File: config.mk
export PLATFORM = sky130hd
export DESIGN_NAME = pmu_spi_register_bank
export DESIGN_NICKNAME = d
export VERILOG_FILES = /design/src/pmu_regs_pkg.sv /design/src/pmu_spi_register_bank.sv
export SDC_FILE = /design/constraint.sdc
export NUM_CORES = 1
export LEC_CHECK = 0
export ABC_AREA = 1
export ABC_CLOCK_PERIOD_IN_PS = 3770
export BUFFER_PORTS_ARGS = -buffer_cell sky130_fd_sc_hd__buf_4
export CAP_MARGIN = 30
export CELL_PAD_IN_SITES_DETAIL_PLACEMENT = 1
export CELL_PAD_IN_SITES_GLOBAL_PLACEMENT = 1
export CORE_MARGIN = 2
export CORE_UTILIZATION = 46
export DETAILED_ROUTE_END_ITERATION = 12
export PLACE_DENSITY_LB_ADDON = 0.1
export SYNTH_ARGS = -nofsm -noshare
export SYNTH_HDL_FRONTEND = slang
export SYNTH_SLANG_ARGS = --single-unit
File: constraint.sdc
create_clock -name clk_sys_i -period 3.77 [get_ports clk_sys_i]
set_input_delay 0.1885 -clock clk_sys_i [delete_from_list [all_inputs] [get_ports clk_sys_i]]
set_output_delay 0.1885 -clock clk_sys_i [all_outputs]
set_load 0.1 [all_outputs]
File: src/pmu_regs_pkg.sv
// Purpose: Constants and types for the power-unit serial register bank
// Assumes: 8-bit registers, 5-bit addresses, 2-bit commands per frame
// Notes: Functional notes list bank behaviours, except the first buck code at 0x07 and the interrupt enable at 0x0c
//
// Functional notes
// - 7-bit core buck code at 0x00, strap-dependent reset
// - 6-bit second buck code at 0x08, strap reset
// - 7-bit core standby code at 0x09, strap reset
// - Buck control bit 7 reads core enable status
// - Buck control bits 4..2 force PWM, reset 0
// - Buck control bits 1..0 enable bucks, reset 1
// - Comparator threshold bits 6:1 reset 0x19, enable bit0
// - Comparator bit 7 doubles hysteresis, reset 0
// - Status bits 3..1 show buck outputs good
// - Status bit 4 shows linear regulator good
// - Status bit 0 follows comparator output
// - Misc bit 0 selects interrupt pin polarity
// - Misc bit 1 puts linear regulator asleep
// - Write frame: command, address, data; output zero
// - Read frame: command, address, then register data out
package pmu_regs_pkg;

    // Register addresses
    localparam logic [4:0] ADDR_CORE_VOLT = 5'h00;
    localparam logic [4:0] ADDR_FIRST_VOLT = 5'h07;
    localparam logic [4:0] ADDR_SECOND_VOLT = 5'h08;
    localparam logic [4:0] ADDR_CORE_STBY = 5'h09;
    localparam logic [4:0] ADDR_BUCK_CTRL = 5'h0a;
    localparam logic [4:0] ADDR_COMP_CTRL = 5'h0b;
    localparam logic [4:0] ADDR_IRQ_EN = 5'h0c;
    localparam logic [4:0] ADDR_IRQ_STAT = 5'h0d;
    localparam logic [4:0] ADDR_MISC_CTRL = 5'h0e;

    // Strap-dependent reset values, plus the fixed first buck reset code
    localparam logic [6:0] CORE_VOLT_HIGH = 7'h64;
    localparam logic [6:0] CORE_VOLT_LOW = 7'h3c;
    localparam logic [5:0] FIRST_VOLT_RST = 6'h26;
    localparam logic [5:0] SECOND_VOLT_HIGH = 6'h26;
    localparam logic [5:0] SECOND_VOLT_HIGH_ALT = 6'h12;
    localparam logic [5:0] SECOND_VOLT_LOW = 6'h0e;
    localparam logic [6:0] CORE_STBY_HIGH = 7'h53;
    localparam logic [6:0] CORE_STBY_LOW = 7'h2e;

    // Fixed reset values
    localparam logic [2:0] FORCE_PWM_RST = 3'h0;
    localparam logic [1:0] BUCK_ON_RST = 2'h3;
    localparam logic [5:0] COMP_THRES_RST = 6'h19;
    localparam logic COMP_ON_RST = 1'b1;
    localparam logic COMP_HYST_RST = 1'b0;
    localparam logic [4:0] IRQ_EN_RST = 5'h01;
    localparam logic MISC_BIT_RST = 1'b0;

    // Field positions
    localparam int BUCK_CTRL_CORE_ON_BIT = 7;
    localparam int COMP_HYST_BIT = 7;

    // Frame layout
    localparam logic [1:0] CMD_WRITE = 2'b10;
    localparam logic [1:0] CMD_READ = 2'b11;
    localparam logic [4:0] BITS_HEADER = 5'h07;
    localparam logic [4:0] BITS_FRAME = 5'h0f;

    // Software-visible register contents
    typedef struct packed {
        logic [6:0] core_volt;
        logic [5:0] first_volt;
        logic [5:0] second_volt;
        logic [6:0] core_stby;
        logic [2:0] force_pwm;     // first, second, core
        logic [1:0] buck_on;       // first, second
        logic comp_hyst;
        logic [5:0] comp_thres;
        logic comp_on;
        logic [4:0] irq_en;
        logic linear_reg_sleep;
        logic irq_polarity;
    } reg_file_t;

    // Serial pins from the host
    typedef struct packed {
        logic cs_n;
        logic sclk;
        logic sdi;
    } spi_in_t;

    // Analog status inputs
    typedef struct packed {
        logic linear_reg_good;
        logic [2:0] buck_good;     // core, second, first
        logic comparator_out;
        logic core_buck_on_status;
    } status_in_t;

    // Whole state of the bank
    typedef struct packed {
        reg_file_t regs;
        logic straps_done;
        logic sclk_prev;
        logic [4:0] bit_cnt;
        logic [14:0] rx_shift;
        logic [7:0] tx_shift;
        logic sdo;
        logic irq;
    } bank_state_t;

endpackage : pmu_regs_pkg

File: src/pmu_spi_register_bank.sv
// Purpose: Serial-access register bank of a triple buck plus LDO power unit
// Assumes: Serial pins are synchronous to clk_sys_i and much slower than it
// Notes: Mode 0 framing, data in sampled on rising serial clock edges
`timescale 1ns/1ps
`default_nettype none
module pmu_spi_register_bank
    import pmu_regs_pkg::*;
#(
    parameter logic SECOND_HIGH_USES_ALT = 1'b0
) (
    // Clock, reset, enable
    input wire logic clk_sys_i,
    input wire logic sys_rst_i,
    input wire logic ce_i,
    // Level select straps
    input wire logic core_level_select_pin_i,
    input wire logic second_level_select_pin_i,
    // Serial host interface
    input wire spi_in_t spi_i,
    output logic sdo_o,
    // Analog status
    input wire status_in_t status_i,
    // Regulator controls
    output logic [6:0] core_volt_o,
    output logic [5:0] first_volt_o,
    output logic [5:0] second_volt_o,
    output logic [6:0] core_stby_o,
    output logic first_buck_force_pwm_o,
    output logic second_buck_force_pwm_o,
    output logic core_buck_force_pwm_o,
    output logic first_buck_on_o,
    output logic second_buck_on_o,
    output logic comparator_on_o,
    output logic comp_hyst_o,
    output logic [5:0] comp_thres_o,
    output logic linear_reg_sleep_o,
    // Interrupt pin
    output logic irq_o
);

    bank_state_t state_reg;
    bank_state_t state_next;

    function automatic logic [4:0] live_status(input status_in_t st);
        live_status = {st.linear_reg_good, st.buck_good, st.comparator_out};
    endfunction : live_status

    function automatic logic [7:0] read_reg(input reg_file_t r, input logic [4:0] addr,
                                            input status_in_t st);
        read_reg = 8'h00;
        case (addr)
            ADDR_CORE_VOLT: read_reg = {1'b0, r.core_volt};
            ADDR_FIRST_VOLT: read_reg = {2'b00, r.first_volt};
            ADDR_SECOND_VOLT: read_reg = {2'b00, r.second_volt};
            ADDR_CORE_STBY: read_reg = {1'b0, r.core_stby};
            ADDR_BUCK_CTRL: read_reg = {st.core_buck_on_status, 2'b00, r.force_pwm,
                                        r.buck_on};
            ADDR_COMP_CTRL: read_reg = {r.comp_hyst, r.comp_thres, r.comp_on};
            ADDR_IRQ_EN: read_reg = {3'b000, r.irq_en};
            ADDR_IRQ_STAT: read_reg = {3'b000, live_status(st)};
            ADDR_MISC_CTRL: read_reg = {6'h00, r.linear_reg_sleep, r.irq_polarity};
            default: read_reg = 8'h00;
        endcase
    endfunction : read_reg

    always_comb begin
        logic [4:0] cnt_inc;
        logic [14:0] rx_new;
        logic [7:0] rd_data;
        logic [7:0] wd;
        logic pending;
        cnt_inc = 5'h00;
        rx_new = 15'h0000;
        rd_data = 8'h00;
        wd = 8'h00;
        pending = 1'b0;
        state_next = state_reg;
        state_next.sclk_prev = spi_i.sclk;

        // Straps are captured on the first enabled cycle after reset release
        if (!state_reg.straps_done) begin
            state_next.straps_done = 1'b1;
            state_next.regs.core_volt = core_level_select_pin_i ? CORE_VOLT_HIGH
                                                                : CORE_VOLT_LOW;
            state_next.regs.core_stby = core_level_select_pin_i ? CORE_STBY_HIGH
                                                                : CORE_STBY_LOW;
            if (second_level_select_pin_i) begin
                state_next.regs.second_volt = SECOND_HIGH_USES_ALT ? SECOND_VOLT_HIGH_ALT
                                                                   : SECOND_VOLT_HIGH;
            end else begin
                state_next.regs.second_volt = SECOND_VOLT_LOW;
            end
        end

        if (spi_i.cs_n) begin
            // Frame boundary: partial frames are dropped
            state_next.bit_cnt = 5'h00;
            state_next.sdo = 1'b0;
            state_next.tx_shift = 8'h00;
        end else if (spi_i.sclk && !state_reg.sclk_prev) begin
            if (state_reg.bit_cnt < BITS_FRAME) begin
                cnt_inc = state_reg.bit_cnt + 5'h01;
                rx_new = {state_reg.rx_shift[13:0], spi_i.sdi};
                state_next.bit_cnt = cnt_inc;
                state_next.rx_shift = rx_new;
                pending = (cnt_inc == BITS_HEADER) && (rx_new[6:5] == CMD_READ);
                if (pending) begin
                    rd_data = read_reg(state_reg.regs, rx_new[4:0], status_i);
                    state_next.sdo = rd_data[7];
                    state_next.tx_shift = {rd_data[6:0], 1'b0};
                end
                // Write lands on the last data bit; none lands before the strap capture
                if ((cnt_inc == BITS_FRAME) && (rx_new[14:13] == CMD_WRITE)
                        && state_reg.straps_done) begin
                    wd = rx_new[7:0];
                    case (rx_new[12:8])
                        ADDR_CORE_VOLT: state_next.regs.core_volt = wd[6:0];
                        ADDR_FIRST_VOLT: state_next.regs.first_volt = wd[5:0];
                        ADDR_SECOND_VOLT: state_next.regs.second_volt = wd[5:0];
                        ADDR_CORE_STBY: state_next.regs.core_stby = wd[6:0];
                        ADDR_BUCK_CTRL: begin
                            state_next.regs.force_pwm = wd[4:2];
                            state_next.regs.buck_on = wd[1:0];
                        end
                        ADDR_COMP_CTRL: begin
                            state_next.regs.comp_hyst = wd[COMP_HYST_BIT];
                            state_next.regs.comp_thres = wd[6:1];
                            state_next.regs.comp_on = wd[0];
                        end
                        ADDR_IRQ_EN: state_next.regs.irq_en = wd[4:0];
                        ADDR_MISC_CTRL: begin
                            state_next.regs.linear_reg_sleep = wd[1];
                            state_next.regs.irq_polarity = wd[0];
                        end
                        default: state_next.regs = state_next.regs;
                    endcase
                end
            end
        end else if (!spi_i.sclk && state_reg.sclk_prev) begin
            // Data out changes on falling edges so the host samples it stable
            if ((state_reg.bit_cnt > BITS_HEADER) && (state_reg.bit_cnt < BITS_FRAME)) begin
                state_next.sdo = state_reg.tx_shift[7];
                state_next.tx_shift = {state_reg.tx_shift[6:0], 1'b0};
            end else if (state_reg.bit_cnt == BITS_FRAME) begin
                state_next.sdo = 1'b0;
            end
        end

        // Level interrupt, polarity chosen by software
        state_next.irq = (|(state_reg.regs.irq_en & live_status(status_i)))
                         ~^ state_reg.regs.irq_polarity;
    end

    always_ff @(posedge clk_sys_i or posedge sys_rst_i) begin
        if (sys_rst_i) begin
            state_reg.regs.core_volt <= CORE_VOLT_LOW;
            state_reg.regs.first_volt <= FIRST_VOLT_RST;
            state_reg.regs.second_volt <= SECOND_VOLT_LOW;
            state_reg.regs.core_stby <= CORE_STBY_LOW;
            state_reg.regs.force_pwm <= FORCE_PWM_RST;
            state_reg.regs.buck_on <= BUCK_ON_RST;
            state_reg.regs.comp_hyst <= COMP_HYST_RST;
            state_reg.regs.comp_thres <= COMP_THRES_RST;
            state_reg.regs.comp_on <= COMP_ON_RST;
            state_reg.regs.irq_en <= IRQ_EN_RST;
            state_reg.regs.linear_reg_sleep <= MISC_BIT_RST;
            state_reg.regs.irq_polarity <= MISC_BIT_RST;
            state_reg.straps_done <= 1'b0;
            state_reg.sclk_prev <= 1'b0;
            state_reg.bit_cnt <= 5'h00;
            state_reg.rx_shift <= 15'h0000;
            state_reg.tx_shift <= 8'h00;
            state_reg.sdo <= 1'b0;
            state_reg.irq <= 1'b1;
        end else if (ce_i) begin
            state_reg <= state_next;
        end
    end

    assign sdo_o = state_reg.sdo;
    assign core_volt_o = state_reg.regs.core_volt;
    assign first_volt_o = state_reg.regs.first_volt;
    assign second_volt_o = state_reg.regs.second_volt;
    assign core_stby_o = state_reg.regs.core_stby;
    assign first_buck_force_pwm_o = state_reg.regs.force_pwm[2];
    assign second_buck_force_pwm_o = state_reg.regs.force_pwm[1];
    assign core_buck_force_pwm_o = state_reg.regs.force_pwm[0];
    assign first_buck_on_o = state_reg.regs.buck_on[1];
    assign second_buck_on_o = state_reg.regs.buck_on[0];
    assign comparator_on_o = state_reg.regs.comp_on;
    assign comp_hyst_o = state_reg.regs.comp_hyst;
    assign comp_thres_o = state_reg.regs.comp_thres;
    assign linear_reg_sleep_o = state_reg.regs.linear_reg_sleep;
    assign irq_o = state_reg.irq;

endmodule : pmu_spi_register_bank
`default_nettype wire
==> impl_metrics.env, run 1 <==
export IMPL_maxCapViolCount=0
export IMPL_syn_cell_area_sq_um=4390
export IMPL_use_met1_pct=39.4
export IMPL_min_period_ps=2330
export IMPL_drt_iter0_markers=211
export IMPL_grtUsageMet3_pct=4.42
export IMPL_critPathRequiredTime_ps=4070
export IMPL_dpl_cell_count=739
export IMPL_cts_tree="yes"
export IMPL_clock_fmax_mhz=430
export IMPL_final_cell_area_sq_um=4870
export IMPL_insertion_delay_ps=360
export IMPL_placed_area_sq_um=4690
export IMPL_ys_seq_area_share_pct=43.9
export IMPL_clock_path_buffers=2
export IMPL_layout_core_utilization_pct=52.8
export IMPL_largest_reg_flops=34
export IMPL_antenna_found_initial=0
export IMPL_cp_arrival_ps=2630
export IMPL_first_pass_iters=4
export IMPL_instances_no_fill=755
export IMPL_cts_resized=0
export IMPL_ys_warnings_count=0
export IMPL_wire_per_inst_um=18.4
export IMPL_initial_utilization_pct=47.5
export IMPL_drive_gt1_share_pct=17.7
export IMPL_synth_distinct_cells=32
export IMPL_dp_hpwl_mm=10.2
export IMPL_busiest_layer="met2"
export IMPL_r2r_slack_ps=1440
export IMPL_leakage_uw=0.00231
export IMPL_ant_nets=0
export IMPL_antennaDiodeCount=0
export IMPL_cts_setup_buffers=0
export IMPL_grt_overflow=0
export IMPL_vias=4147
export IMPL_synth_top_area_share_pct=30.8
export IMPL_ys_top_cells_by_count="nand2_1, nand3_1, inv_1, o21ai_0, dfrtp_1"
export IMPL_place_port_buffers=55
export IMPL_ios=56
export IMPL_clkTransAtPathRegs_ps=80
export IMPL_rows=35
export IMPL_fp_dieH_um=102
export IMPL_synth_ff_type="dfrtp_1"
export IMPL_ctsRootBufferMaster="clkbuf_8"
export IMPL_hold_class="input port to register"
export IMPL_drc=0
export IMPL_wl_mm=13.9
export IMPL_postSynthAreaPerCell_sq_um=7.33
export IMPL_synth_area_leader_cell="dfrtp_1"
export IMPL_fin_crit_sh_pct=61.7
export IMPL_grt_max_degree=77
export IMPL_hold_ws_ps=56.9
export IMPL_cp_end_kind="register"
export IMPL_fin_tns_setup_ps=0
export IMPL_ir_worst_vdd_uv=249
export IMPL_grt_pass1_wl_mm=22.8
export IMPL_synthCells=599
export IMPL_synth_area_top_cells="dfrtp_1, nand2_1, dfstp_2"
export IMPL_critPathKind="register to register"
export IMPL_setup_viol=0
export IMPL_power_density_nw_per_um2=451
export IMPL_layout_nets=638
export IMPL_dieArea_sq_um=10300
export IMPL_synth_nets=615
export IMPL_die_w_um=102
export IMPL_drv_slew=0
export IMPL_critical_path_startpoint_type="register"
export IMPL_synth_seq_cells=76
export IMPL_cts_hold_buf=1
export IMPL_cp_max_fo=14
export IMPL_numCtsBuffers=9
export IMPL_grt_util_met2_pct=47.8
export IMPL_area_growth_pct=11.0
export IMPL_grt_use_total_pct=29.0
export IMPL_grt_pass1_vias=4285
export IMPL_post_drt_via_cell_ratio=5.49
export IMPL_rsz0062_at_grt="no"
export IMPL_slew_headroom_pct=59.1
export IMPL_yosysMostFrequentCell="nand2_1"
export IMPL_worstMarginPinSlew_ps=611
export IMPL_finalHoldViolCount=0
export IMPL_worst_clock_skew_ps=13.1
export IMPL_async_flop_share_pct=100
export IMPL_coreArea_sq_um=9240
export IMPL_numClockSinks=76
export IMPL_gp_congestion=0.903
export IMPL_cts_max_level=3
export IMPL_status="complete, no violations"
export IMPL_synth_edff_count=0
[worst paths after layout]
| path | startpoint | end | depth (start not counted) |
|---|---|---|---|
| setup / recovery | state_reg[26]$_DFFE_PP0P_ | state_reg[8]$_DFFE_PP0P_ | 10 |
| hold reg to reg | core_stby_o[2]$_DFFE_PP1P_ | core_stby_o[2]$_DFFE_PP1P_ | 2 |
| max in group asynchronous | sys_rst_i | core_stby_o[1]$_DFFE_PP1P_ | 4 |
| hold / removal | spi_i[1] | state_reg[30]$_DFFE_PP0P_ | 3 |
| min in group asynchronous | sys_rst_i | state_reg[26]$_DFFE_PP0P_ | 4 |
| setup reg to reg | state_reg[26]$_DFFE_PP0P_ | state_reg[8]$_DFFE_PP0P_ | 10 |
[layout by cell type (no fill, tap or decap)]
cell type | Yosys | routed
nor2_2 | 3 | 3
nand3_2 | 2 | 2
o21ai_1 | 24 | 24
buf_12 | 0 | 1
nand4_4 | 1 | 1
nand3_4 | 1 | 1
nor2_8 | 1 | 1
clkinv_2 | 1 | 3
dfstp_2 | 22 | 22
nand4_1 | 7 | 7
nor2_4 | 2 | 2
nor2_1 | 33 | 33
clkinvlp_4 | 0 | 2
or2_2 | 2 | 2
xor2_1 | 1 | 1
nand2_1 | 189 | 189
o211ai_1 | 3 | 3
a21oi_1 | 12 | 12
nand3_1 | 60 | 60
dfrtp_1 | 54 | 54
clkinv_1 | 3 | 3
clkbuf_8 | 0 | 11
nor3_1 | 4 | 4
ha_1 | 2 | 2
inv_1 | 56 | 55
o22ai_1 | 7 | 7
o21ai_0 | 56 | 56
o221ai_1 | 1 | 1
buf_4 | 34 | 56
nor4_1 | 2 | 2
dlygate4sd3_1 | 0 | 1
o21a_1 | 1 | 1
inv_2 | 3 | 4
[report_power, final]
part	leakage [uW]	total, uW	internal, uW	switching [uW]
clock	0.0000872	582	269	313
sequential	0.000961	962	889	73.0
combinational	0.00126	656	132	523
total	0.00231	2200	1290	909
[metal layers]
layer | vias to the layer above | routed length [um]
met5 | - | 0
met4 | 0 | 307
met3 | 24 | 674
met2 | 118 | 6730
met1 | 2052 | 6170
li1 | 1953 | -
[logic make-up after synthesis]
kind of cell	synth area share, %
flip-flops	43.9
AND/OR/NAND/NOR	30.6
XOR/XNOR	0.199
adder cells (fa/ha/maj)	0.570
buffers and inverters	12.4
AO/OA/AOI/OAI	12.4
[stage by stage]
step | power, uW | setup WS (ps)
after floorplan | 1470 | 1680
after global placement | 1610 | 1440
after detailed placement | 1630 | 1330
after CTS | 2210 | 1430
after global routing | 2300 | 1160
final | 2200 | 1440
[final cells by class]
type / count / area [sq um]
Timing Repair Buffer: 58 / 450
Inverter: 63 / 238
Sequential cell: 76 / 1930
Clock inverter: 4 / 25.0
Clock buffer: 11 / 151
Tap cell: 129 / 161
Fill cell: 1234 / 4370
Multi-Input combinational cell: 414 / 1920
[worst max-delay path, stage by stage, from the launching register on]
cell	delay, ps
dfrtp_1	440
ha_1	240
nand2_1	90
inv_1	50
nor2_1	120
nand2_1	80
o21ai_1	170
nand3_1	440
nor2_2	400
o21ai_0	140
nand2_1	80
No activity file was read; power rests on OpenSTA's default activity.
==> inputs of run 2 (changes only) <==
--- a/config.mk
+++ b/config.mk
@@ -6,13 +6,13 @@
 export NUM_CORES = 1
 export LEC_CHECK = 0
 export ABC_AREA = 1
-export ABC_CLOCK_PERIOD_IN_PS = 3770
+export ABC_CLOCK_PERIOD_IN_PS = 2420
 export BUFFER_PORTS_ARGS = -buffer_cell sky130_fd_sc_hd__buf_4
 export CAP_MARGIN = 30
 export CELL_PAD_IN_SITES_DETAIL_PLACEMENT = 1
 export CELL_PAD_IN_SITES_GLOBAL_PLACEMENT = 1
 export CORE_MARGIN = 2
-export CORE_UTILIZATION = 46
+export CORE_UTILIZATION = 42
 export DETAILED_ROUTE_END_ITERATION = 12
 export PLACE_DENSITY_LB_ADDON = 0.1
 export SYNTH_ARGS = -nofsm -noshare
==> constraint.sdc (replaced) <==
create_clock -name clk_sys_i -period 2.42 [get_ports clk_sys_i]
set_input_delay 0.121 -clock clk_sys_i [delete_from_list [all_inputs] [get_ports clk_sys_i]]
set_output_delay 0.121 -clock clk_sys_i [all_outputs]
set_load 0.1 [all_outputs]
==> impl_metrics.env, run 2 (synthesis results as in run 1) <==
export IMPL_cts_max_level=3
export IMPL_n_fill_cell=1339
export IMPL_dp_hpwl_mm=10.5
export IMPL_rows=37
export IMPL_rsz0062_at_grt="no"
export IMPL_cts_tree="yes"
export IMPL_ir_worst_vdd_uv=267
export IMPL_max_stage_delay_ps=420
export IMPL_clock_path_buffers=2
export IMPL_grt_max_degree=34
export IMPL_worst_clock_skew_ps=15.2
export IMPL_ios=56
export IMPL_worstMarginPinSlew_ps=595
export IMPL_numClockSinks=76
export IMPL_multi_input_area_sq_um=1920
export IMPL_place_port_buffers=55
export IMPL_dieArea_sq_um=11300
export IMPL_drive_gt1_share_pct=18.8
export IMPL_regArea_sq_um=1930
export IMPL_reg2reg_to="second_volt_o[3]$_DFFE_PP1P_"
export IMPL_slew_headroom_pct=60.2
export IMPL_gp_congestion=0.845
export IMPL_layout_common_cells="nand2_1, buf_4, nand3_1"
export IMPL_power_density_nw_per_um2=688
export IMPL_ctsRootBufferMaster="clkbuf_8"
export IMPL_final_cell_area_sq_um=4940
export IMPL_placed_area_sq_um=4770
export IMPL_finalHoldViolCount=0
export IMPL_critical_path_startpoint_type="register"
export IMPL_grt_overflow=0
export IMPL_layout_commonest_cell="nand2_1"
export IMPL_coreArea_sq_um=10200
export IMPL_initial_utilization_pct=42.9
export IMPL_antenna_found_initial=0
export IMPL_setup_viol=0
export IMPL_cp_max_fo=19
export IMPL_numCtsBuffers=9
export IMPL_insertion_delay_ps=350
export IMPL_wl_mm=13.7
export IMPL_cp_end_kind="register"
export IMPL_grt_use_total_pct=25.8
export IMPL_die_w_um=106
export IMPL_cts_setup_buffers=0
export IMPL_hold_depth=3
export IMPL_area_growth_pct=12.5
export IMPL_grt_pass1_vias=4189
export IMPL_min_delay_start="spi_i[1]"
export IMPL_instances_no_fill=774
export IMPL_r2r_start="state_reg[26]$_DFFE_PP0P_"
export IMPL_grt_pass1_wl_mm=22.3
export IMPL_drc=0
export IMPL_vias=4068
export IMPL_worstRegToRegCells=11
export IMPL_critPathKind="register to register"
export IMPL_dpl_cell_count=757
export IMPL_fp_dieH_um=106
export IMPL_antennaDiodeCount=0
export IMPL_cpMaxStageDelayCell="dfrtp_1"
export IMPL_fin_crit_sh_pct=84.4
export IMPL_hold_end="state_reg[30]$_DFFE_PP0P_"
export IMPL_largest_reg_flops=34
export IMPL_startpoint="state_reg[26]$_DFFE_PP0P_"
export IMPL_layout_nets=649
export IMPL_cts_resized=0
export IMPL_clkTransAtPathRegs_ps=80
export IMPL_worstPathCellList="ha_1 > nand2_1 > inv_1 > nand3_1 > nand2_1 > nand3_4 > nor2_8 > nand2_1 > nand2_1 > nand3_1 > o21ai_1"
export IMPL_wire_per_inst_um=17.6
export IMPL_r2r_slack_ps=380
export IMPL_leakage_uw=0.00235
export IMPL_ant_nets=0
export IMPL_post_drt_via_cell_ratio=5.26
export IMPL_drt_iter0_markers=171
export IMPL_critPathRequiredTime_ps=2710
export IMPL_clock_fmax_mhz=490
export IMPL_min_period_ps=2040
export IMPL_cp_arrival_ps=2330
export IMPL_hold_class="input port to register"
export IMPL_fin_tns_setup_ps=0
export IMPL_crit_top_cell="nand2_1"
export IMPL_maxCapViolCount=0
export IMPL_first_pass_iters=5
export IMPL_drv_slew=0
export IMPL_status="complete, no violations"
==> run 2: how the worst max path moves through the flow <==
| stage | endpoint | depth (start not counted) |
|---|---|---|
| 2_1_floorplan | comp_hyst_o$_DFFE_PP0P_ | 1 |
| 3_3_place_gp | second_volt_o[3]$_DFFE_PP1P_ | 10 |
| 3_5_place_dp | first_volt_o[4]$_DFFE_PP0P_ | 9 |
| 4_1_cts | first_volt_o[4]$_DFFE_PP0P_ | 9 |
| 5_1_grt | first_volt_o[3]$_DFFE_PP0P_ | 10 |
| 6_report | second_volt_o[3]$_DFFE_PP1P_ | 11 |
==> run 2: per-layer routing <==
metal,GRT usage [%],up-vias,wire [um]
met5,0,-,0
met4,7.80,0,185
met3,4.48,13,403
met2,41.0,62,6470
met1,36.3,2015,6600
li1,-,1978,-
==> run 2: repair_timing <==
action / 4_1_cts / 5_1_grt
hold buffers: 1 / 0
endpoints found under the hold margin: 19 / 0
setup endpoints to repair: 0 / 0
==> run 2: layout make-up <==
cell class                      count  share of cell area [%]
Clock buffer                       13                    3.01
Sequential cell                    76                    39.0
Timing Repair Buffer               69                    10.5
Multi-Input combinational cell    414                    38.8
Inverter                           63                    4.84
Tap cell                          136                    3.44
Clock inverter                      3                   0.304
==> run 2: report_power, final <==
| part | switching, uW | internal [uW] | total, uW |
|---|---|---|---|
| sequential | 98.2 | 1390 | 1480 |
| combinational | 817 | 235 | 1050 |
| clock | 469 | 397 | 867 |
| total | 1390 | 2020 | 3400 |
==> run 2: worst max-delay path: cells and delay by family, from the launching register on <==
| kind | cells | cell delay [ps] |
|---|---|---|
| and+or+nand+nor | 8 | 1140 |
| AOI/OAI and AO/OA | 1 | 100 |
| adders and majority gates | 1 | 240 |
| DFF | 1 | 420 |
| buffers and inverters | 1 | 80 |
==> run 2: stage by stage <==
step	power [uW]	hold slack (ps)	worst slack (ps)	util (%)
CTS	3440	12.7	385	48.3
detailed placement	2560	209	388	46.6
global placement	2540	203	474	46.6
global route	3580	26.4	129	48.3
floorplan	2290	242	397	-
finish	3400	22.0	378	48.3
